==> src/hdl/wpt_pkg.sv <==
// Purpose: shared constants of the inductive power transmitter control block
// Assumes: 100 MHz system clock, frequency in Hz, duty cycle in 0.01 % steps
// Notes:   current and targets in mA, loop gains in integer or 1/100 units

package wpt_pkg;

    // ************************************************************
    // clock and loop timing
    // ************************************************************
    localparam int CLK_HZ        = 100_000_000;
    localparam int LOOP_TIME_US  = 1000;
    localparam int LOOP_CYCLES   = (CLK_HZ / 1_000_000) * LOOP_TIME_US;

    // ************************************************************
    // register map and fields
    // ************************************************************
    localparam logic [7:0] REG_CTRL   = 8'h00;
    localparam logic [7:0] REG_STATUS = 8'h04;
    localparam logic [7:0] REG_FREQ   = 8'h08;
    localparam logic [7:0] REG_DUTY   = 8'h0c;
    localparam logic [7:0] REG_TARGET = 8'h10;
    localparam int         CTRL_EN_BIT    = 0;
    localparam int         CTRL_HIPWR_BIT = 1;
    localparam logic [1:0] CTRL_RST       = 2'h0;
    localparam int         STAT_TOPO_BIT  = 3;
    localparam int         STAT_MODE_BIT  = 4;

    // ************************************************************
    // frequency window, start points and scaling bands
    // ************************************************************
    localparam int FREQ_MIN_HZ  = 110_000;
    localparam int FREQ_MAX_HZ  = 145_000;
    localparam int FREQ_PING_HZ = 140_000;
    localparam int FREQ_FULL_HZ = 145_000;
    localparam int BAND1_HZ     = 115_000;
    localparam int BAND2_HZ     = 120_000;
    localparam int BAND3_HZ     = 135_000;
    localparam int SV_BAND0     = 3;
    localparam int SV_BAND1     = 4;
    localparam int SV_BAND2     = 6;
    localparam int SV_BAND3     = 10;

    // ************************************************************
    // duty cycle limits, 0.01 % per unit
    // ************************************************************
    localparam int DUTY_MAX        = 5000;
    localparam int DUTY_FREQ_MIN   = 4000;
    localparam int DUTY_ABS_MIN    = 500;
    localparam int DUTY_FULL_START = 2000;
    localparam int DUTY_SV         = -1;
    localparam int DUTY_FULL_SCALE = 10000;

    // ************************************************************
    // loop constants per topology, integral gain in 1/100
    // ************************************************************
    localparam int KI_SCALE = 100;
    localparam int FB_KP    = 2;
    localparam int FB_KI    = 1;
    localparam int FB_KD    = 0;
    localparam int FB_MI    = 500;
    localparam int FB_MPID  = 5000;
    localparam int HB_KP    = 5;
    localparam int HB_KI    = 2;
    localparam int HB_KD    = 0;
    localparam int HB_MI    = 1000;
    localparam int HB_MPID  = 10000;

    // ************************************************************
    // packet scaling and phase accumulator
    // ************************************************************
    localparam int          CE_SHIFT    = 7;
    localparam int          AMP_MAX     = 65535;
    localparam logic [21:0] PHASE_MUL   = 22'd2814750;
    localparam int          PHASE_SHIFT = 16;

    typedef enum logic [2:0] {
        ST_OFF  = 3'b001,
        ST_PING = 3'b010,
        ST_RUN  = 3'b100
    } wpt_state_type;

endpackage
==> src/hdl/wpt_ctrl.sv <==
// Purpose: power control loop of an inductive transmitter with apb registers
// Assumes: packet decoder and current sense deliver synchronous inputs
// Notes:   loop runs once per loop period while power is transferred
//
// Local design decisions: the APB register port and the address map.

module wpt_ctrl
#(
    parameter int LOOP_CYCLES = wpt_pkg::LOOP_CYCLES
)
(
    input  logic        clk_sys,
    input  logic        rst,
    input  logic        psel,
    input  logic        penable,
    input  logic        pwrite,
    input  logic [7:0]  paddr,
    input  logic [31:0] pwdata,
    output logic [31:0] prdata,
    output logic        pready,
    output logic        pslverr,
    input  logic        cepValid,
    input  logic [7:0]  cepValue,
    input  logic [15:0] coilAmp,
    output logic        legAHi,
    output logic        legALo,
    output logic        legBHi,
    output logic        legBLo
);

    localparam int CNT_W = $clog2(LOOP_CYCLES);

    logic                   pready_ff;
    logic                   pslverr_ff;
    logic [31:0]            prdata_ff;
    logic [1:0]             ctrl_ff;
    logic                   nxt_pready;
    logic                   nxt_pslverr;
    logic [31:0]            nxt_prdata;
    logic [1:0]             nxt_ctrl;
    logic                   accWrite;
    logic                   hit;
    logic [31:0]            rdMux;

    logic [CNT_W-1:0]       cnt_ff;
    logic                   tick_ff;
    logic [CNT_W-1:0]       nxt_cnt;
    logic                   nxt_tick;

    wpt_pkg::wpt_state_type state_ff;
    wpt_pkg::wpt_state_type nxt_state;
    logic                   topoFull_ff;
    logic                   dutyMode_ff;
    logic [17:0]            freq_ff;
    logic [12:0]            duty_ff;
    logic [15:0]            target_ff;
    logic signed [31:0]     integ_ff;
    logic signed [31:0]     errPrev_ff;
    logic [31:0]            phaseInc_ff;
    logic                   nxt_topoFull;
    logic                   nxt_dutyMode;
    logic [17:0]            nxt_freq;
    logic [12:0]            nxt_duty;
    logic [15:0]            nxt_target;
    logic signed [31:0]     nxt_integ;
    logic signed [31:0]     nxt_errPrev;
    logic [31:0]            nxt_phaseInc;

    logic signed [31:0]     kp;
    logic signed [31:0]     ki;
    logic signed [31:0]     kd;
    logic signed [31:0]     miLim;
    logic signed [31:0]     pidLim;
    logic signed [31:0]     svHalf;
    logic signed [31:0]     err;
    logic signed [31:0]     integSum;
    logic signed [31:0]     integNew;
    logic signed [31:0]     pidRaw;
    logic signed [31:0]     pidOut;
    logic signed [31:0]     step;
    logic signed [31:0]     freqCalc;
    logic signed [31:0]     dutyCalc;
    logic signed [31:0]     ceProd;
    logic signed [31:0]     tgtCalc;
    logic [39:0]            incProd;

    // ************************************************************
    // apb slave, answers one cycle into the access phase
    // ************************************************************
    assign accWrite = psel && penable && pready_ff && pwrite;

    always_comb
    begin
        hit = 1'b1;
        case (paddr)
            wpt_pkg::REG_CTRL:   rdMux = {30'h0, ctrl_ff};
            wpt_pkg::REG_STATUS: rdMux = {27'h0, dutyMode_ff, topoFull_ff, state_ff};
            wpt_pkg::REG_FREQ:   rdMux = {14'h0, freq_ff};
            wpt_pkg::REG_DUTY:   rdMux = {19'h0, duty_ff};
            wpt_pkg::REG_TARGET: rdMux = {16'h0, target_ff};
            default:
            begin
                rdMux = 32'h0;
                hit   = 1'b0;
            end
        endcase
        nxt_pready  = psel && penable && !pready_ff;
        nxt_pslverr = nxt_pready && !hit;
        nxt_prdata  = (nxt_pready && !pwrite) ? rdMux : 32'h0;
        nxt_ctrl    = ctrl_ff;
        if (accWrite && paddr == wpt_pkg::REG_CTRL)
            nxt_ctrl = pwdata[1:0];
    end

    always_ff @(posedge clk_sys)
    begin
        if (rst)
        begin
            pready_ff  <= 1'b0;
            pslverr_ff <= 1'b0;
            prdata_ff  <= 32'h0;
            ctrl_ff    <= wpt_pkg::CTRL_RST;
        end
        else
        begin
            pready_ff  <= nxt_pready;
            pslverr_ff <= nxt_pslverr;
            prdata_ff  <= nxt_prdata;
            ctrl_ff    <= nxt_ctrl;
        end
    end

    assign pready  = pready_ff;
    assign pslverr = pslverr_ff;
    assign prdata  = prdata_ff;

    // ************************************************************
    // loop period tick
    // ************************************************************
    always_comb
    begin
        nxt_cnt  = cnt_ff + 1'b1;
        nxt_tick = 1'b0;
        if (state_ff != wpt_pkg::ST_RUN)
            nxt_cnt = '0;
        else if (cnt_ff == CNT_W'(LOOP_CYCLES - 1))
        begin
            nxt_cnt  = '0;
            nxt_tick = 1'b1;
        end
    end

    always_ff @(posedge clk_sys)
    begin
        if (rst)
        begin
            cnt_ff  <= '0;
            tick_ff <= 1'b0;
        end
        else
        begin
            cnt_ff  <= nxt_cnt;
            tick_ff <= nxt_tick;
        end
    end

    // ************************************************************
    // loop constants and pid arithmetic
    // ************************************************************
    always_comb
    begin
        if (topoFull_ff)
        begin
            kp     = 32'(wpt_pkg::FB_KP);
            ki     = 32'(wpt_pkg::FB_KI);
            kd     = 32'(wpt_pkg::FB_KD);
            miLim  = 32'(wpt_pkg::FB_MI * wpt_pkg::KI_SCALE);
            pidLim = 32'(wpt_pkg::FB_MPID);
        end
        else
        begin
            kp     = 32'(wpt_pkg::HB_KP);
            ki     = 32'(wpt_pkg::HB_KI);
            kd     = 32'(wpt_pkg::HB_KD);
            miLim  = 32'(wpt_pkg::HB_MI * wpt_pkg::KI_SCALE);
            pidLim = 32'(wpt_pkg::HB_MPID);
        end
        if (freq_ff < 18'(wpt_pkg::BAND1_HZ))
            svHalf = 32'(wpt_pkg::SV_BAND0);
        else if (freq_ff < 18'(wpt_pkg::BAND2_HZ))
            svHalf = 32'(wpt_pkg::SV_BAND1);
        else if (freq_ff < 18'(wpt_pkg::BAND3_HZ))
            svHalf = 32'(wpt_pkg::SV_BAND2);
        else
            svHalf = 32'(wpt_pkg::SV_BAND3);
        // 1 mA per count of the current sense
        err      = $signed({16'h0, target_ff}) - $signed({16'h0, coilAmp});
        integSum = integ_ff + ki * err;
        if (integSum > miLim)
            integNew = miLim;
        else if (integSum < -miLim)
            integNew = -miLim;
        else
            integNew = integSum;
        pidRaw = kp * err + integNew / 32'(wpt_pkg::KI_SCALE)
               + kd * (err - errPrev_ff);
        if (pidRaw > pidLim)
            pidOut = pidLim;
        else if (pidRaw < -pidLim)
            pidOut = -pidLim;
        else
            pidOut = pidRaw;
        // positive output asks for more power
        step     = (pidOut * svHalf) >>> 1;
        freqCalc = $signed({14'h0, freq_ff}) - step;
        dutyCalc = $signed({19'h0, duty_ff}) - 32'(wpt_pkg::DUTY_SV) * pidOut;
        ceProd   = ($signed({16'h0, coilAmp}) * 32'($signed(cepValue)))
                 >>> wpt_pkg::CE_SHIFT;
        tgtCalc  = $signed({16'h0, coilAmp}) + ceProd;
        incProd  = {22'h0, freq_ff} * {18'h0, wpt_pkg::PHASE_MUL};
    end

    // ************************************************************
    // topology, mode and operating point
    // ************************************************************
    always_comb
    begin
        nxt_state    = state_ff;
        nxt_topoFull = topoFull_ff;
        nxt_dutyMode = dutyMode_ff;
        nxt_freq     = freq_ff;
        nxt_duty     = duty_ff;
        nxt_target   = target_ff;
        nxt_integ    = integ_ff;
        nxt_errPrev  = errPrev_ff;
        nxt_phaseInc = 32'(incProd >> wpt_pkg::PHASE_SHIFT);
        if (cepValid && state_ff != wpt_pkg::ST_OFF)
        begin
            if (tgtCalc < 0)
                nxt_target = 16'h0;
            else if (tgtCalc > 32'(wpt_pkg::AMP_MAX))
                nxt_target = 16'(wpt_pkg::AMP_MAX);
            else
                nxt_target = tgtCalc[15:0];
        end
        case (state_ff)
            wpt_pkg::ST_OFF:
            begin
                if (ctrl_ff[wpt_pkg::CTRL_EN_BIT])
                begin
                    nxt_state    = wpt_pkg::ST_PING;
                    nxt_topoFull = 1'b0;
                    nxt_dutyMode = 1'b0;
                    nxt_freq     = 18'(wpt_pkg::FREQ_PING_HZ);
                    nxt_duty     = 13'(wpt_pkg::DUTY_MAX);
                    nxt_integ    = '0;
                    nxt_errPrev  = '0;
                end
            end
            wpt_pkg::ST_PING:
            begin
                if (!ctrl_ff[wpt_pkg::CTRL_EN_BIT])
                    nxt_state = wpt_pkg::ST_OFF;
                else if (cepValid)
                begin
                    nxt_state = wpt_pkg::ST_RUN;
                    if (ctrl_ff[wpt_pkg::CTRL_HIPWR_BIT])
                    begin
                        nxt_topoFull = 1'b1;
                        nxt_dutyMode = 1'b1;
                        nxt_freq     = 18'(wpt_pkg::FREQ_FULL_HZ);
                        nxt_duty     = 13'(wpt_pkg::DUTY_FULL_START);
                        nxt_integ    = '0;
                        nxt_errPrev  = '0;
                    end
                end
            end
            wpt_pkg::ST_RUN:
            begin
                if (!ctrl_ff[wpt_pkg::CTRL_EN_BIT])
                    nxt_state = wpt_pkg::ST_OFF;
                else if (tick_ff)
                begin
                    nxt_integ   = integNew;
                    nxt_errPrev = err;
                    if (!dutyMode_ff)
                    begin
                        nxt_duty = 13'(wpt_pkg::DUTY_MAX);
                        if (freqCalc >= 32'(wpt_pkg::FREQ_MAX_HZ))
                        begin
                            nxt_freq = 18'(wpt_pkg::FREQ_MAX_HZ);
                            if (pidOut < 0)
                                nxt_dutyMode = 1'b1;
                        end
                        else if (freqCalc <= 32'(wpt_pkg::FREQ_MIN_HZ))
                            nxt_freq = 18'(wpt_pkg::FREQ_MIN_HZ);
                        else
                            nxt_freq = freqCalc[17:0];
                    end
                    else
                    begin
                        nxt_freq = 18'(wpt_pkg::FREQ_MAX_HZ);
                        if (dutyCalc >= 32'(wpt_pkg::DUTY_MAX))
                        begin
                            nxt_duty = 13'(wpt_pkg::DUTY_MAX);
                            if (pidOut > 0)
                            begin
                                nxt_dutyMode = 1'b0;
                                nxt_integ    = '0;
                            end
                        end
                        else if (dutyCalc <= 32'(wpt_pkg::DUTY_ABS_MIN))
                            nxt_duty = 13'(wpt_pkg::DUTY_ABS_MIN);
                        else
                            nxt_duty = dutyCalc[12:0];
                    end
                end
            end
            default:
            begin
                nxt_state = wpt_pkg::ST_OFF;
            end
        endcase
    end

    always_ff @(posedge clk_sys)
    begin
        if (rst)
        begin
            state_ff    <= wpt_pkg::ST_OFF;
            topoFull_ff <= 1'b0;
            dutyMode_ff <= 1'b0;
            freq_ff     <= 18'(wpt_pkg::FREQ_PING_HZ);
            duty_ff     <= 13'(wpt_pkg::DUTY_MAX);
            target_ff   <= 16'h0;
            integ_ff    <= '0;
            errPrev_ff  <= '0;
            phaseInc_ff <= 32'h0;
        end
        else
        begin
            state_ff    <= nxt_state;
            topoFull_ff <= nxt_topoFull;
            dutyMode_ff <= nxt_dutyMode;
            freq_ff     <= nxt_freq;
            duty_ff     <= nxt_duty;
            target_ff   <= nxt_target;
            integ_ff    <= nxt_integ;
            errPrev_ff  <= nxt_errPrev;
            phaseInc_ff <= nxt_phaseInc;
        end
    end

    // ************************************************************
    // inverter gate drive
    // ************************************************************
    wpt_gate_pwm u_pwm
    (
        .clk_sys    (clk_sys),
        .rst        (rst),
        .drvEn      (state_ff != wpt_pkg::ST_OFF),
        .fullBridge (topoFull_ff),
        .phaseInc   (phaseInc_ff),
        .duty       (duty_ff),
        .legAHi     (legAHi),
        .legALo     (legALo),
        .legBHi     (legBHi),
        .legBLo     (legBLo)
    );

endmodule

==> src/hdl/wpt_gate_pwm.sv <==
// Purpose: gate drive generator for half-bridge and full-bridge inverter
// Assumes: phase increment per clock and duty in 0.01 % units
// Notes:   half-bridge holds leg b low side on; outputs are registered

module wpt_gate_pwm
(
    input  logic        clk_sys,
    input  logic        rst,
    input  logic        drvEn,
    input  logic        fullBridge,
    input  logic [31:0] phaseInc,
    input  logic [12:0] duty,
    output logic        legAHi,
    output logic        legALo,
    output logic        legBHi,
    output logic        legBLo
);

    logic [31:0] phase_ff;
    logic [31:0] nxt_phase;
    logic [3:0]  gate_ff;
    logic [3:0]  nxt_gate;
    logic [31:0] posA;
    logic [31:0] posB;
    logic [31:0] limit;
    logic        pulseA;
    logic        pulseB;

    // ************************************************************
    // phase accumulation and pulse compare
    // ************************************************************
    always_comb
    begin
        nxt_phase = drvEn ? phase_ff + phaseInc : 32'h0;
        posA      = {16'h0, phase_ff[31:16]} * 32'(wpt_pkg::DUTY_FULL_SCALE);
        posB      = {16'h0, 1'b0, phase_ff[30:16]} * 32'(wpt_pkg::DUTY_FULL_SCALE);
        limit     = {3'h0, duty, 16'h0};
        pulseA    = !phase_ff[31] && (posA < limit);
        pulseB    = phase_ff[31] && (posB < limit);
        nxt_gate  = 4'h0;
        if (drvEn && fullBridge)
            nxt_gate = {pulseB, pulseA, pulseA, pulseB};
        else if (drvEn)
            nxt_gate = {1'b0, 1'b1, pulseA, pulseB};
    end

    always_ff @(posedge clk_sys)
    begin
        if (rst)
        begin
            phase_ff <= 32'h0;
            gate_ff  <= 4'h0;
        end
        else
        begin
            phase_ff <= nxt_phase;
            gate_ff  <= nxt_gate;
        end
    end

    assign legALo = gate_ff[0];
    assign legAHi = gate_ff[1];
    assign legBLo = gate_ff[2];
    assign legBHi = gate_ff[3];

endmodule

==> config.mk <==
export PLATFORM = sky130hd
export DESIGN_NAME = wpt_ctrl
export DESIGN_NICKNAME = d
export VERILOG_FILES = /design/src/hdl/wpt_pkg.sv /design/src/hdl/wpt_ctrl.sv /design/src/hdl/wpt_gate_pwm.sv
export SDC_FILE = /design/constraint.sdc
export NUM_CORES = 2
export LEC_CHECK = 0
export BUFFER_PORTS_ARGS = -buffer_cell sky130_fd_sc_hd__buf_2
export CELL_PAD_IN_SITES_DETAIL_PLACEMENT = 1
export CELL_PAD_IN_SITES_GLOBAL_PLACEMENT = 1
export CORE_MARGIN = 2
export CORE_UTILIZATION = 31
export DETAILED_ROUTE_END_ITERATION = 7
export GPL_ROUTABILITY_DRIVEN = 0
export PLACE_DENSITY = 0.67
export SLEW_MARGIN = 20
export SYNTH_ARGS = -nofsm -noshare
export SYNTH_HDL_FRONTEND = slang
export SYNTH_SLANG_ARGS = --single-unit
==> constraint.sdc <==
create_clock -name clk_sys -period 37.6 [get_ports clk_sys]
set_input_delay 7.52 -clock clk_sys [delete_from_list [all_inputs] [get_ports clk_sys]]
set_output_delay 7.52 -clock clk_sys [all_outputs]
set_load 0.01 [all_outputs]
Yosys cells after proc, flatten, opt, wreduce, memory -nomap -nowiden
Cells that the tools add are included.
- bits in registers: 206
- latch bits: 0
- RAM bits: 0
- memory bits (read-only): 0
- input port bits: 70
- output and inout bits: 38
- memories: 0
- $add $sub $neg: 11
- $mul: 7
- div/mod/pow operators: 1
- $lt $le $gt $ge: 17
- eq/ne operators: 18
- shifts and indexed selects: 0
- multiplexer cells: 66
- bitwise operators: 2
- reduce and logical (&&, ||, !) cells: 26
- operators by type and width (cell ; count):
    32-bit two-way mux ; 13
    18-bit two-way mux ; 9
    13-bit two-way mux ; 9
    32-bit adder ; 3
    32-bit negation ; 3
    32-bit case mux with 3 select lines ; 1
    18-bit case mux with 5 select lines ; 1
    32-bit > comparator ; 2
    32-bit less-than comparator ; 2
    18-bit case mux with 3 select lines ; 1
    18-bit by 21-bit multiplier with 39-bit output (second input constant) ; 1
    13-bit case mux with 3 select lines ; 1
    18-bit by 17-bit less-than comparator with 1-bit output (second input constant) ; 2
    32-bit by 8-bit divider with 32-bit output (second input constant) ; 1
    32-bit by 14-bit >= comparator with 1-bit output (second input constant) ; 1
    32-bit by 19-bit >= comparator with 1-bit output (second input constant) ; 1
    32-bit by 1-bit > comparator with 1-bit output (second input constant) ; 1
    32-bit by 10-bit <= comparator with 1-bit output (second input constant) ; 1
    32-bit by 18-bit <= comparator with 1-bit output (second input constant) ; 1
    32-bit by 1-bit less-than comparator with 1-bit output (second input constant) ; 1
    32-bit by 5-bit multiplier with 32-bit output ; 1
    16-bit two-way mux ; 2
    14-bit by 32-bit subtractor with 32-bit output ; 1
    19-bit by 31-bit subtractor with 32-bit output ; 1
    44 further kinds ; 88

Depth between registers and ports, before layout
- depth after elaboration: 20
- depth in mapped cells: 158
- mapped depth without buffers: 145

Hierarchy
From an unflattened synthesis, not the netlist that was laid out.
- cells, all modules: 4869
- area, all modules: 39163.8 um^2
- by module, submodules not included (module ; instances ; cells each ; area each (um^2) ; sequential area each (um^2)):
    wpt_ctrl ; 1 ; 4201 ; 33362.0 ; 2962.8
    wpt_gate_pwm ; 1 ; 668 ; 5801.8 ; 720.7

Least setup slack after synthesis
No wires, ideal clock.
- kind: input port to flip-flop
- start point: in coilAmp[2]
- end point: reg freq_ff[12]
- setup time: 0.122 ns
- arrival: 36.246 ns
- data required time: 37.478 ns
- path slack: 1.232 ns
- cell stages on the path: 139
- buffers on the path: 8
- path through: inv_1 -> ha_1 -> nor2b_1 -> o31ai_1 -> a22o_1 -> o21bai_1 -> a311oi_1 -> inv_1 -> ha_1 -> a211o_1 -> o21ai_0 -> ha_1 -> clkbuf_1 -> a21oi_1 -> inv_1 -> a2111oi_0 -> nand2_1 -> a221oi_1 -> (+103 left out) -> a21oi_1 -> nand2b_1 -> a21boi_0 -> o21ai_0 -> nand2b_1 -> a21oi_1 -> o21bai_1 -> a21oi_1 -> xnor2_1 -> or3_1 -> nor3_1 -> a31oi_1 -> nor4_1 -> nand2_1 -> a31oi_4 -> buf_4 -> nor2_1 -> a221o_1
- cells in the longest elaborated chain, start to end: 20
- elaborated cells on any way between the ends: 24
- those cells by class: add/sub: 4; mul: 3; div: 1; order compare: 6; mux: 10
- ends and longest elaborated chain (element ; RTL line ; source):
    start, declared ; wpt_ctrl.sv:24 ; input logic [15:0] coilAmp,
    16-bit by 16-bit subtractor with 17-bit output (*) ; wpt_ctrl.sv:197 ; err = $signed({16'h0, target_ff}) - $signed({16'h0, coilAmp});
    3-bit by 17-bit multiplier with 20-bit output ; wpt_ctrl.sv:198 ; integSum = integ_ff + ki * err;
    32-bit adder ; wpt_ctrl.sv:198 ;
    32-bit less-than comparator ; wpt_ctrl.sv:201 ; else if (integSum < -miLim)
    32-bit two-way mux ; wpt_ctrl.sv:201 ;
    32-bit two-way mux ; wpt_ctrl.sv:199 ; if (integSum > miLim)
    32-bit by 8-bit divider with 32-bit output ; wpt_ctrl.sv:205 ; pidRaw = kp * err + integNew / 32'(wpt_pkg::KI_SCALE)
    32-bit adder (*) ; wpt_ctrl.sv:205 ;
    (+4 left out) ; - ;
    19-bit by 31-bit subtractor with 32-bit output (*) ; wpt_ctrl.sv:215 ; freqCalc = $signed({14'h0, freq_ff}) - step;
    32-bit by 18-bit <= comparator with 1-bit output ; wpt_ctrl.sv:295 ; else if (freqCalc <= 32'(wpt_pkg::FREQ_MIN_HZ))
    18-bit two-way mux ; wpt_ctrl.sv:295 ;
    18-bit two-way mux (*) ; wpt_ctrl.sv:289 ; if (freqCalc >= 32'(wpt_pkg::FREQ_MAX_HZ))
    18-bit two-way mux (*) ; wpt_ctrl.sv:286 ; if (!dutyMode_ff)
    18-bit two-way mux (*) ; wpt_ctrl.sv:282 ; else if (tick_ff)
    18-bit two-way mux (*) ; wpt_ctrl.sv:280 ; if (!ctrl_ff[wpt_pkg::CTRL_EN_BIT])
    18-bit case mux with 3 select lines (*) ; wpt_ctrl.sv:246 ; case (state_ff)
    end signal, assigned ; wpt_ctrl.sv:333 ; freq_ff <= 18'(wpt_pkg::FREQ_PING_HZ);
    end signal, assigned ; wpt_ctrl.sv:345 ; freq_ff <= nxt_freq;
    end, declared ; wpt_ctrl.sv:54 ; logic [17:0] freq_ff;
Every way passes the cells marked *; elsewhere a longest branch is shown, timed or not. The select of a mux whose other input is x is not followed.
A chain may end at the register's enable or synchronous reset.

Final worst setup path
- start point: in coilAmp[2]
- end point: reg freq_ff[5]
The elaborated chain is that of the path after synthesis.

==> results.toml <==
[status]
status = "complete, no violations"

[critical_path]
cp_common_cell = "a21oi_1"
regToRegStartpoint = "target_ff[0]"
start_kind = "input port"
path_class = "in -> reg"
r2r-end = "freq_ff[5]"
crit_path_end_kind = "register"
r2r_cells = 140
cpPeakStageDelay_ps = 590
path_max_fanout = 11
slowest_stage = "or4_1"
reg2reg_slack_ps = 8590
cp_data_required_time_ps = 37980
arrival_ps = 36060

[route]
drt_iter0_markers = 1566
drt_wl_total_um = 120000
vias = 35000
first_pass_iters = 5
via_per_inst = 5.17
drtAntennaViolNets = 0
drc = 0
wl_per_cell_um = 17.7

[floorplanning]
dieWidth_um = 354
fp.coreArea_sq_um = 122000
die_area_sq_um = 126000
initial_utilization_pct = 31.2
io_pins = 108
num_rows = 128
die_h_um = 354

[clock_tree]
holdBufCountCts = 0
cts_root_buffer = "clkbuf_16"
path_clk_slew_ps = 80
clock-sinks = 184
cts_tree = "built"
ctsHtreeMaxLevel = 4
cts_buffer_depth = 2
clock_latency_ps = 530
cts-buffers-inserted = 17

[power]
cellPowerDensity_nw_per_um2 = 57.2
total_leakage_power_uw = 0.0213
peakVddDrop_uv = 105

[synthesis]
async_reset_ff_share_pct = 0
syn_area_sq_um = 38100
synth_cell_types = 119
yosys.area.top_type = "ha_1"
synthCells = 4774
postSynth.topFlopCell = "dfxtp_1"
netlist.area_leader.share_pct = 20.3
postSynthAreaPerCell_sq_um = 7.98
synth.area.top_cells = "ha_1 (20%), fa_1 (17%), dfxtp_1 (9.7%), inv_1 (6.7%), nor2_1 (4.6%)"
synth_seq_cells = 184
synth_seq_area_share_pct = 9.67
ys.warnings.count = 0
synth-edff-count = 0

[timing]
hold_violations = 0
timing.fmax_mhz = 28.0
setup_viol_count_final = 0
maxSlewViolCount = 0
worst_pin_slew_ps = 1150
finalCritPeriodShare_pct = 94.9
period_minus_slack_ps = 35690
slew-limit-headroom_pct = 22.5
timing.hold.ws_ps = 458
finClkSkew_ps = 15.6

[global_route]
grt_remaining_overflow = 0
track_usage_pct = 19.1
first_global_vias = 37000
antenna_found_initial = 1
grt_start_max_net_pins = 67
grt_pass1_wl_um = 196000

[cells_and_area]
finalInstanceArea_sq_um = 44000
final_cell_mix = "inv_1 (682), ha_1 (613), nor2_1 (465), buf_4 (416), fa_1 (323)"
final_cells = 6773
area_delta_synth_final_pct = 15.7
layout.nets = 6144
drive_gt1_share_pct = 13.7
fill_cells = 14800
final_common_cell = "inv_1"

[job]
cap_viol_max_count = 0

[placement]
placed_cells = 6724
dp_hpwl_um = 101000
io_buffer_count = 63
placed_area_sq_um = 42900

[min_path]
whs_path_depth = 2
min_path_type = "reg -> reg"
holdPathEnd = "integ_ff[27]"
hp-start = "integ_ff[27]"
## per-stage QoR
| step | utilization, % | TNS, ps | total power (uW) | worst slack (ps) |
|---|---|---|---|---|
| after floorplan | - | 0 | 1650 | 1230 |
| after global placement | 35.2 | -608 | 2240 | -101 |
| after detailed placement | 35.2 | -11370 | 2290 | -684 |
| after CTS | 35.7 | 0 | 2510 | 20.4 |
| after global routing | 36.1 | -216 | 2800 | -42.3 |
| final | 36.1 | 0 | 2520 | 1910 |
## layout make-up
| type | count | area, sq um | area share (%) |
|---|---|---|---|
| well taps | 1625 | 2030 | 4.62 |
| multi-input cells | 3766 | 31700 | 71.9 |
| diodes | 2 | 5.00 | 0.0114 |
| inverters | 682 | 2560 | 5.81 |
| flip-flops and latches | 184 | 3680 | 8.37 |
| clock buffers | 17 | 425 | 0.966 |
| clock inverters | 15 | 204 | 0.463 |
| repair buffers | 482 | 3480 | 7.91 |
## synth_stat cells, types with 13 or more instances
master / count
nor3_1: 114
and3_1: 35
nor2_1: 466
a21boi_0: 25
a31oi_1: 40
a211o_1: 13
nor4_1: 21
o21a_1: 53
a211oi_1: 33
or2_2: 42
nor2b_1: 34
nand2_1: 305
a21o_1: 60
o21bai_1: 91
o21ai_1: 36
nand2b_1: 59
o22ai_1: 13
xor2_1: 65
or3_1: 28
o211ai_1: 33
mux2_2: 17
nand4_1: 39
buf_4: 17
xnor2_1: 199
clkbuf_1: 125
inv_1: 682
a22o_1: 15
buf_2: 13
mux2i_1: 26
fa_1: 324
o21ai_0: 187
dfxtp_1: 184
o31ai_1: 17
nand3_1: 75
o2111ai_1: 14
or4_1: 13
ha_1: 617
a22oi_1: 28
a21oi_1: 306
and2_1: 92
## cell families after synthesis
kind of cell,synth area share [%]
AOI/OAI and AO/OA,19.3
xor gates and xnor gates,6.12
other,0.00985
adders and majority gates,37.3
muxes,1.47
buffers and inverters,8.49
and+or+nand+nor,17.6
DFF,9.67
## routing by layer
layer | GRT usage (%) | vias up | part of all wire [%]
met1 | 26.1 | 17500 | 48
met3 | 2.15 | 98 | 2.9
met5 | 0 | - | 0.0075
met2 | 32.4 | 458 | 47
li1 | - | 17000 | -
met4 | 3.58 | 2 | 1.5
## worst max-delay path: cells and delay by family
| family | cells | cell delay, ps |
|---|---|---|
| compound gates | 65 | 11220 |
| simple gates | 39 | 8850 |
| fa+ha+maj | 11 | 3600 |
| buf+inv | 16 | 2400 |
| mux | 5 | 1390 |
| xor+xnor | 6 | 1080 |
## worst max path at each step
stage	slack, ps	end	depth (start not counted)	from
6_report	1910	freq_ff[5]	142	coilAmp[2]
3_3_place_gp	-100	freq_ff[10]	148	coilAmp[0]
4_1_cts	20	freq_ff[10]	144	coilAmp[0]
5_1_grt	-40	freq_ff[5]	142	coilAmp[4]
3_5_place_dp	-680	freq_ff[10]	141	coilAmp[0]
2_1_floorplan	1230	freq_ff[12]	139	coilAmp[2]
## state kept, by name (all words and copies together) (netlist names), 2 cells and up
| signal | cells |
|---|---|
| integ_ff | 32 |
| u_pwm.phase_ff | 32 |
| phaseInc_ff | 24 |
| freq_ff | 18 |
| prdata | 18 |
| cnt_ff | 17 |
| target_ff | 16 |
| duty_ff | 13 |
| u_pwm.gate_ff | 4 |
| state_ff | 3 |
| ctrl_ff | 2 |
## report_power, final
part           switching, uW  internal (uW)
Sequential             0.298            195
Clock                    103           96.6
Combinational           1180            944
## what timing repair did
item / CTS / global route
buffers inserted: 0 / 14
gates resized for setup: 9 / 96
pin swaps: 0 / 18
endpoints found under the setup margin: 19 / 64
hold endpoints to repair: 0 / 0
cloned: 0 / 1
Power figures use the tool's default switching activity.
